**config.mk**
```make
export PLATFORM = sky130hd
export DESIGN_NAME = rtc_ctrl
export DESIGN_NICKNAME = d
export VERILOG_FILES = /design/src/verilog/rtc_ctrl_pkg.sv /design/src/verilog/rtc_byte_ram.sv /design/src/verilog/rtc_ctrl.sv
export VERILOG_INCLUDE_DIRS = /design/src /design/src/verilog
export SDC_FILE = /design/constraint.sdc
export NUM_CORES = 1
export LEC_CHECK = 0
export ABC_AREA = 1
export BUFFER_PORTS_ARGS = -buffer_cell sky130_fd_sc_hd__buf_2
export CORE_MARGIN = 4
export CORE_UTILIZATION = 57
export CTS_CLUSTER_SIZE = 25
export DETAILED_ROUTE_END_ITERATION = 12
export HOLD_SLACK_MARGIN = 0.05
export PLACE_DENSITY = 0.83
export SYNTH_ARGS = -nofsm -noshare
export SYNTH_HDL_FRONTEND = slang
export SYNTH_SLANG_ARGS = --single-unit
```
**constraint.sdc**
```tcl
create_clock -name core_clk_i -period 3 [get_ports core_clk_i]
set_clock_uncertainty 0.2 [all_clocks]
set_input_delay 0.3 -clock core_clk_i [delete_from_list [all_inputs] [get_ports core_clk_i]]
set_output_delay 0.3 -clock core_clk_i [all_outputs]
set_load 0.02 [all_outputs]
```
**src/verilog/rtc_ctrl_defs.svh**
```systemverilog
/*
 holds index map, field positions, reset values and timing counts of the
 clock control block. assumes a 10 mhz core clock.
*/
`ifndef RTC_CTRL_DEFS_SVH
`define RTC_CTRL_DEFS_SVH

`define IDX_RATE_DIV 7'h0a
`define IDX_CONTROL 7'h0b
`define IDX_FLAGS 7'h0c
`define IDX_VALID 7'h0d
`define IDX_RAM_FIRST 7'h0e
`define IDX_TIME_LAST 7'h09

`define A_UIP 7
`define A_DIV_HI 6
`define A_DIV_LO 4
`define A_RS_HI 3
`define B_SET 7
`define B_PIE 6
`define B_AIE 5
`define B_UIE 4
`define B_HR24 1
`define B_DSE 0
`define C_IRQ_REQUEST_FLAG 7
`define C_PF 6
`define C_AF 5
`define C_UF 4
`define D_VRT 7

`define RATE_RESET 4'h6
`define DIV_RESET 3'h2
`define DIV_NORMAL 3'h2
`define CONTROL_RESET 8'h02

`define CLK_HZ 10000000
`define TICK_HZ 32768
`define PEND_LEAD_US 244
`define UPDATE_US 2000
`define PEND_LEAD_CYC ((`PEND_LEAD_US * `CLK_HZ) / 1000000)
`define UPDATE_CYC ((`UPDATE_US * `CLK_HZ) / 1000000)
`define SECOND_CYC `CLK_HZ

`endif

```
**src/verilog/rtc_ctrl_pkg.sv**
```systemverilog
/*
 types for the clock control block. stands alone.
*/
package rtc_ctrl_pkg;
	typedef enum logic [2:0] {
		UPD_IDLE = 3'b001,
		UPD_PEND = 3'b010,
		UPD_RUN = 3'b100
	} upd_state_t;
endpackage
```
**src/verilog/rtc_byte_ram.sv**
```systemverilog
/*
 byte memory for the time, alarm and general bytes of the clock.
 assumes one write or read port, read data registered.
*/
`timescale 1ns/1ns
`default_nettype none
module rtc_byte_ram #(
	parameter int DEPTH = 128,
	parameter int AW = 7
) (
	input wire logic core_clk_i,
	input wire logic clk_en_i,
	input wire logic wr_en_i,
	input wire logic [AW-1:0] addr_i,
	input wire logic [7:0] wr_data_i,
	output logic [7:0] rd_data_o
);
	logic [7:0] mem_reg [DEPTH];
	logic [7:0] rd_next;

	always_comb begin
		rd_next = mem_reg[addr_i];
	end

	always_ff @(posedge core_clk_i) begin
		if (clk_en_i) begin
			if (wr_en_i) begin
				mem_reg[addr_i] <= wr_data_i;
			end
			rd_data_o <= rd_next;
		end
	end
endmodule
`default_nettype wire

```
**src/verilog/rtc_ctrl.sv**
```systemverilog
/*
 control, status and interrupt logic of the clock with its byte ram.
 assumes index writes and data cycles are single-cycle strobes on core_clk_i,
 and a tick input from the 32.768 khz time base.
*/
`timescale 1ns/1ns
`default_nettype none
`include "rtc_ctrl_defs.svh"
module rtc_ctrl #(
	parameter int SECOND_CYC = `SECOND_CYC,
	parameter int PEND_CYC = `PEND_LEAD_CYC,
	parameter int UPDATE_CYC = `UPDATE_CYC
) (
	input wire logic core_clk_i,
	input wire logic reset_n_i,
	input wire logic clk_en_i,
	input wire logic power_sense_reset_pin_n_i,
	input wire logic power_sense_input_i,
	input wire logic tick_i,
	input wire logic index_wr_i,
	input wire logic data_wr_i,
	input wire logic data_rd_i,
	input wire logic [7:0] wr_data_i,
	input wire logic [7:0] time_sec_i,
	input wire logic [7:0] time_min_i,
	input wire logic [7:0] time_hour_i,
	output logic [7:0] rd_data_o,
	output logic irq_o,
	output logic update_strobe_o,
	output logic hours_24_o,
	output logic daylight_en_o
);
	logic [6:0] index_reg, index_next;
	logic [3:0] rate_reg, rate_next;
	logic [2:0] div_reg, div_next;
	logic set_reg, set_next;
	logic pie_reg, pie_next;
	logic aie_reg, aie_next;
	logic uie_reg, uie_next;
	logic hr24_reg, hr24_next;
	logic dse_reg, dse_next;
	logic pf_reg, pf_next;
	logic af_reg, af_next;
	logic uf_reg, uf_next;
	logic vrt_reg, vrt_next;
	logic uip_reg, uip_next;
	rtc_ctrl_pkg::upd_state_t st_reg, st_next;
	logic [31:0] sec_cnt_reg, sec_cnt_next;
	logic [31:0] ph_cnt_reg, ph_cnt_next;
	logic [15:0] tick_cnt_reg, tick_cnt_next;
	logic [7:0] reg_rd_next;
	logic [7:0] rd_hold_reg, rd_hold_next;
	logic sel_ram_reg, sel_ram_next;
	logic [7:0] ram_rd;
	logic ram_wr;
	logic in_time;
	logic flags_rd;
	logic set_wr;
	logic upd_done;
	logic per_evt;
	logic alarm_hit;
	logic irq_request_flag;

	// the clock logic writes no byte here; host writes only
	assign in_time = (index_reg <= `IDX_TIME_LAST);
	assign ram_wr = data_wr_i && (index_reg >= `IDX_RAM_FIRST
		|| (in_time && st_reg != rtc_ctrl_pkg::UPD_RUN));

	rtc_byte_ram #(
		.DEPTH(128),
		.AW(7)
	) u_ram (
		.core_clk_i(core_clk_i),
		.clk_en_i(clk_en_i),
		.wr_en_i(ram_wr),
		.addr_i(index_reg),
		.wr_data_i(wr_data_i),
		.rd_data_o(ram_rd)
	);

	// don't-care alarm bytes have both top bits set
	function automatic logic byte_match(input logic [7:0] t,
		input logic [7:0] a);
		byte_match = (a[7:6] == 2'b11) || (a == t);
	endfunction

	// alarm bytes are mirrored by captured writes
	logic [7:0] al_sec_reg, al_sec_next;
	logic [7:0] al_min_reg, al_min_next;
	logic [7:0] al_hour_reg, al_hour_next;

	always_comb begin
		al_sec_next = al_sec_reg;
		al_min_next = al_min_reg;
		al_hour_next = al_hour_reg;
		if (ram_wr && index_reg == 7'h01) begin
			al_sec_next = wr_data_i;
		end else if (ram_wr && index_reg == 7'h03) begin
			al_min_next = wr_data_i;
		end else if (ram_wr && index_reg == 7'h05) begin
			al_hour_next = wr_data_i;
		end
	end

	assign alarm_hit = byte_match(time_sec_i, al_sec_reg)
		&& byte_match(time_min_i, al_min_reg)
		&& byte_match(time_hour_i, al_hour_reg);

	assign flags_rd = data_rd_i && index_reg == `IDX_FLAGS;
	assign set_wr = data_wr_i && index_reg == `IDX_CONTROL
		&& wr_data_i[`B_SET];

	// update sequencer: pending lead, then the update window
	always_comb begin
		st_next = st_reg;
		sec_cnt_next = sec_cnt_reg;
		ph_cnt_next = ph_cnt_reg;
		uip_next = uip_reg;
		upd_done = 1'b0;
		if (div_reg == 3'h0 || set_reg) begin
			sec_cnt_next = 32'h0;
		end else if (sec_cnt_reg >= 32'(SECOND_CYC - 1)) begin
			sec_cnt_next = 32'h0;
		end else begin
			sec_cnt_next = sec_cnt_reg + 32'h1;
		end
		case (st_reg)
		rtc_ctrl_pkg::UPD_IDLE: begin
			if (div_reg != 3'h0 && !set_reg
				&& sec_cnt_reg == 32'(SECOND_CYC - PEND_CYC - 1)) begin
				st_next = rtc_ctrl_pkg::UPD_PEND;
				uip_next = 1'b1;
				ph_cnt_next = 32'h0;
			end
		end
		rtc_ctrl_pkg::UPD_PEND: begin
			ph_cnt_next = ph_cnt_reg + 32'h1;
			if (ph_cnt_reg >= 32'(PEND_CYC - 1)) begin
				st_next = rtc_ctrl_pkg::UPD_RUN;
				ph_cnt_next = 32'h0;
			end
		end
		rtc_ctrl_pkg::UPD_RUN: begin
			ph_cnt_next = ph_cnt_reg + 32'h1;
			if (ph_cnt_reg >= 32'(UPDATE_CYC - 1)) begin
				st_next = rtc_ctrl_pkg::UPD_IDLE;
				uip_next = 1'b0;
				upd_done = 1'b1;
			end
		end
		default: begin
			st_next = rtc_ctrl_pkg::UPD_IDLE;
		end
		endcase
		if (set_reg || set_wr) begin
			st_next = rtc_ctrl_pkg::UPD_IDLE;
			uip_next = 1'b0;
			upd_done = 1'b0;
		end
	end

	// periodic tap: rate n divides the 32.768 khz tick by 2^(n-1) for n of 3 and up; rates 1 and 2 divide by 128 and 256
	always_comb begin
		tick_cnt_next = tick_cnt_reg;
		per_evt = 1'b0;
		if (tick_i && div_reg != 3'h0) begin
			tick_cnt_next = tick_cnt_reg + 16'h1;
			if (rate_reg == 4'h1) begin
				per_evt = (tick_cnt_reg[6:0] == 7'h7f);
			end else if (rate_reg == 4'h2) begin
				per_evt = (tick_cnt_reg[7:0] == 8'hff);
			end else if (rate_reg != 4'h0) begin
				per_evt = &(tick_cnt_reg | ~((16'h1 << (rate_reg - 4'h1))
					- 16'h1));
			end
		end
	end

	// control fields and flags
	always_comb begin
		rate_next = rate_reg;
		div_next = div_reg;
		set_next = set_reg;
		pie_next = pie_reg;
		aie_next = aie_reg;
		uie_next = uie_reg;
		hr24_next = hr24_reg;
		dse_next = dse_reg;
		vrt_next = vrt_reg;
		if (data_wr_i && index_reg == `IDX_RATE_DIV) begin
			rate_next = wr_data_i[`A_RS_HI:0];
			div_next = wr_data_i[`A_DIV_HI:`A_DIV_LO];
		end else if (data_wr_i && index_reg == `IDX_CONTROL) begin
			set_next = wr_data_i[`B_SET];
			pie_next = wr_data_i[`B_PIE];
			aie_next = wr_data_i[`B_AIE];
			uie_next = wr_data_i[`B_UIE] && !wr_data_i[`B_SET];
			hr24_next = wr_data_i[`B_HR24];
			dse_next = wr_data_i[`B_DSE];
		end
		// valid flag: only a read of the fourth register sets it
		if (data_rd_i && index_reg == `IDX_VALID) begin
			vrt_next = 1'b1;
		end
		if (!power_sense_input_i) begin
			vrt_next = 1'b0;
		end
		// read clears; a same-cycle set survives
		pf_next = (pf_reg && !flags_rd) || per_evt;
		af_next = (af_reg && !flags_rd) || (upd_done && alarm_hit);
		uf_next = (uf_reg && !flags_rd) || upd_done;
		if (!power_sense_reset_pin_n_i) begin
			pf_next = 1'b0;
			af_next = 1'b0;
			uf_next = 1'b0;
		end
	end

	assign irq_request_flag = (pf_reg && pie_reg) || (af_reg && aie_reg)
		|| (uf_reg && uie_reg);

	// register read mux; unused bits are zero
	always_comb begin
		reg_rd_next = 8'h00;
		sel_ram_next = 1'b0;
		rd_hold_next = rd_hold_reg;
		if (index_reg == `IDX_RATE_DIV) begin
			reg_rd_next = {uip_reg, div_reg, rate_reg};
		end else if (index_reg == `IDX_CONTROL) begin
			reg_rd_next = {set_reg, pie_reg, aie_reg, uie_reg, 2'b00,
				hr24_reg, dse_reg};
		end else if (index_reg == `IDX_FLAGS) begin
			reg_rd_next = {irq_request_flag, pf_reg, af_reg, uf_reg, 4'h0};
		end else if (index_reg == `IDX_VALID) begin
			reg_rd_next = {vrt_reg, 7'h00};
		end else begin
			sel_ram_next = 1'b1;
		end
		if (data_rd_i) begin
			rd_hold_next = reg_rd_next;
		end
	end

	always_comb begin
		index_next = index_reg;
		if (index_wr_i) begin
			index_next = wr_data_i[6:0];
		end
	end

	// interrupt flags, enables and the tick counter cleared by reset; format bits, valid flag and sequencer state kept
	always_ff @(posedge core_clk_i or negedge reset_n_i) begin
		if (!reset_n_i) begin
			pie_reg <= 1'b0;
			aie_reg <= 1'b0;
			uie_reg <= 1'b0;
			pf_reg <= 1'b0;
			af_reg <= 1'b0;
			uf_reg <= 1'b0;
			tick_cnt_reg <= 16'h0000;
		end else if (clk_en_i) begin
			tick_cnt_reg <= tick_cnt_next;
			pie_reg <= pie_next;
			aie_reg <= aie_next;
			uie_reg <= uie_next;
			pf_reg <= pf_next;
			af_reg <= af_next;
			uf_reg <= uf_next;
		end
	end

	// reset-immune state: no async reset here
	always_ff @(posedge core_clk_i) begin
		if (clk_en_i) begin
			set_reg <= set_next;
			hr24_reg <= hr24_next;
			dse_reg <= dse_next;
			uip_reg <= uip_next;
			vrt_reg <= vrt_next;
			rate_reg <= rate_next;
			div_reg <= div_next;
			st_reg <= st_next;
			sec_cnt_reg <= sec_cnt_next;
			ph_cnt_reg <= ph_cnt_next;
			index_reg <= index_next;
			al_sec_reg <= al_sec_next;
			al_min_reg <= al_min_next;
			al_hour_reg <= al_hour_next;
		end
	end

	always_ff @(posedge core_clk_i or negedge reset_n_i) begin
		if (!reset_n_i) begin
			rd_hold_reg <= 8'h00;
			sel_ram_reg <= 1'b0;
			irq_o <= 1'b0;
			update_strobe_o <= 1'b0;
		end else if (clk_en_i) begin
			rd_hold_reg <= rd_hold_next;
			sel_ram_reg <= sel_ram_next;
			irq_o <= irq_request_flag;
			update_strobe_o <= upd_done;
		end
	end

	assign rd_data_o = sel_ram_reg ? ram_rd : rd_hold_reg;
	assign hours_24_o = hr24_reg;
	assign daylight_en_o = dse_reg;
endmodule
`default_nettype wire

```
==> flow_summary.json <==
{
  "vias_per_cell": 6.522,
  "fp.dieH_um": 294.5,
  "synth_top_area_share_pct": 73.31,
  "critical_path_required_ps": 3360,
  "path_clk_slew_ps": 60,
  "io_pins": 53,
  "setup_ws_ps": 37.51,
  "synth_most_common_cell": "edfxtp_1",
  "cts_buffers": 110,
  "finalSetupViolations": 0,
  "synth_top_family_by_area": "compound AO/OA/AOI/OAI gates",
  "final_layout_size_suffix_gt1_share_pct": 14.53,
  "clk_latency_ps": 700,
  "yosysWarnings": 0,
  "cts_tree": "done",
  "synth_xor_area_share_pct": 0.9737,
  "synth_cell_types": 56,
  "instances_no_fill": 4752,
  "synthTopCellsByArea": "edfxtp_1, a22oi_1, nand2_1, a21oi_1, nor2_1",
  "ys.flop_type": "edfxtp_1",
  "ys_seq_elements": 1174,
  "critPathCaptureType": "register",
  "synth_area_um2": 46780,
  "area_growth_pct": 14.67,
  "min_path_type": "in -> reg",
  "track_usage_pct": 27.97,
  "synth_common_cells": "edfxtp_1, a22oi_1, nand2_1",
  "fp.dieArea_um2": 86710,
  "synth-compound-area-share_pct": 11.61,
  "drtIter0Drc": 4909,
  "port_buffers": 52,
  "dieWidth_um": 294.5,
  "row_count": 104,
  "place_hpwl_um": 74300,
  "syn-instance-count": 3324,
  "ys_seq_area_share_pct": 75.02,
  "final_nets": 3647,
  "max_stage_delay_ps": 460,
  "drv_cap": 0,
  "wirelength_um": 123600,
  "period_needed_ps": 2962,
  "synthSimpleGateAreaFrac_pct": 9.196,
  "min_period_over_period_pct": 98.75,
  "crit_fanout": 52,
  "crit_chain": "buf_4, nor2_4, buf_12, buf_4, a22oi_1, a21oi_1, nor3_2, nand2_1, nand3_1, nand4_1",
  "antenna_found_initial": 1,
  "cts-root-buf": "clkbuf_16",
  "fp.coreArea_um2": 80940,
  "hold_viol_final": 0,
  "final_max_slew_viol_count": 0,
  "drtAntennaViolNets": 0,
  "initial_utilization_pct": 57.79,
  "htree_levels": 3,
  "place_congestion": 0.9001,
  "setup.worst_path.class": "reg -> reg",
  "grt_max_degree": 135,
  "cpMostUsedCell": "buf_4",
  "drc": 0,
  "yosys.area.top_type": "edfxtp_1",
  "cts.sinks": 1174,
  "rsz0062_at_grt": "true",
  "first_pass_iters": 7,
  "synth-edff-count": 1142,
  "synthArstFlopShare_pct": 2.726,
  "finalPower_mw": 34.55,
  "n_fill_cell": 5121,
  "relSlewSlack_pct": 38.61,
  "crit_slowest_cell": "edfxtp_1",
  "grt_pass1_vias": 30184,
  "grt_overflow_total": 0,
  "synthAdderAreaFrac_pct": 0.1872,
  "cts_buffer_depth": 3,
  "wl_per_cell_um": 26.01,
  "synthMuxAreaShare_pct": 0,
  "powerDensity_nw_per_um2": 644.1,
  "startpoint_type": "register",
  "status": "finished clean",
  "final_core_util_pct": 66.27,
  "fmax_ghz": 0.3376,
  "worstPathArrival_ps": 3320,
  "ir_drop_v": 0.0005340,
  "place_ws_ps": -152.0,
  "avgSynthCellArea_um2": 14.07,
  "leakagePower_nw": 18.24,
  "vias": 30992,
  "worst_pin_slew_ps": 917.4,
  "grt_pass1_wl_um": 183600,
  "largest_reg_flops": 1024,
  "dp.cells": 4518
}
## worst max-delay path: cells and delay by family, from the launching register on
kind            cells  cell delay, ps
compound gates      2             480
buf+inv             3             750
flops               1             460
simple gates        5             860
## area by class of cell
cell class                      instances  area [um2]  area share (%)
Inverter                              149       601.8           1.122
Sequential cell                      1174       35090           65.42
Clock buffer                          133        2882           5.372
Tap cell                             1060        1326           2.473
Multi-Input combinational cell       1875       10530           19.62
Antenna cell                            2       5.005        0.009330
Timing Repair Buffer                  288        2511           4.681
Clock inverter                         70       684.4           1.276
Timing Repair inverter                  1       11.26         0.02099
## final timing paths
check                                      startpoint                              end  slack, ps  depth (start not counted)
max                            index_reg[1]$_DFFE_PP_     u_ram.rd_data_o[1]$_DFFE_PP_         40                         10
min reg2reg                rd_hold_reg[5]$_DFFE_PN0P_       rd_hold_reg[5]$_DFFE_PN0P_        290                          2
min in group asynchronous                   reset_n_i                irq_o$_DFFE_PN0P_        460                          4
max in group asynchronous                   reset_n_i      tick_cnt_reg[7]$_DFFE_PN0P_       1930                          4
min                                      wr_data_i[6]  u_ram.mem_reg[124][6]$_DFFE_PP_         30                          2
max reg2reg                    index_reg[1]$_DFFE_PP_     u_ram.rd_data_o[1]$_DFFE_PP_         40                         10
## layer usage
metal,share of wire (%),track usage (%)
met4,4.6,12.28
met2,48,45.32
met5,0.011,0
met1,35,36.48
met3,13,6.736
## placed cells by master (no fill, tap or decap), types with 7 or more instances in the layout
cell type      instances
nand3_1               97
conb_1                40
a21oi_1              250
clkinv_2              20
ha_1                   7
nand2_2               10
clkinv_1              29
inv_2                 14
clkbuf_1              21
dlygate4sd3_1         17
a22oi_2               10
dfrtp_1               32
buf_4                193
nand2_1              375
edfxtp_1            1142
inv_1                132
o21ai_0               21
a31oi_1               15
bufinv_16             13
nor3_1                53
nor4_1                 8
nor2_2                33
buf_2                 44
a22oi_1              478
nor3_2                 7
or2_1                 50
xnor2_1               24
nand3_2               10
nand4_1               25
o31ai_1               11
clkbuf_16            112
or2_2                 10
xor2_1                28
nor2_1               266
buf_12                33
## cell families (layout without fill, tap and decap cells)
| family | count (synthesis) | after routing |
|---|---|---|
| other | 1 | 42 |
| AND/OR/NAND/NOR | 967 | 967 |
| XOR/XNOR | 52 | 52 |
| flip-flops | 1174 | 1174 |
| adder cells (fa/ha/maj) | 7 | 7 |
| buffers and inverters | 314 | 641 |
| AO/OA/AOI/OAI | 809 | 809 |
## through the flow
stage / setup TNS [ps] / instance area, um2 / hold slack, ps
after floorplan: 0 / 46930 / -195.6
after global placement: -97.81 / 49660 / 181.8
after detailed placement: -263.5 / 49660 / 197.4
after CTS: 0 / 53440 / 53.36
after global routing: -963.3 / 53640 / 64.69
final: 0 / 53640 / 27.53
## power breakdown
group / switching, mW / internal [mW] / total, mW / leakage (nW)
sequential: 0.134 / 18.2 / 18.3 / 10.7
combinational: 1.64 / 0.695 / 2.34 / 5.75
clock: 5.98 / 7.94 / 13.9 / 1.74
## timing repair
action / in CTS / in global routing
gates resized for setup: 1 / 31
hold endpoints to repair: 311 / 0
pin swaps: 0 / 4
cloned: 0 / 1
hold buffers: 18 / 0
setup buffers: 2 / 8
endpoints found under the setup margin: 4 / 193
(Power assumes the default switching activity.)
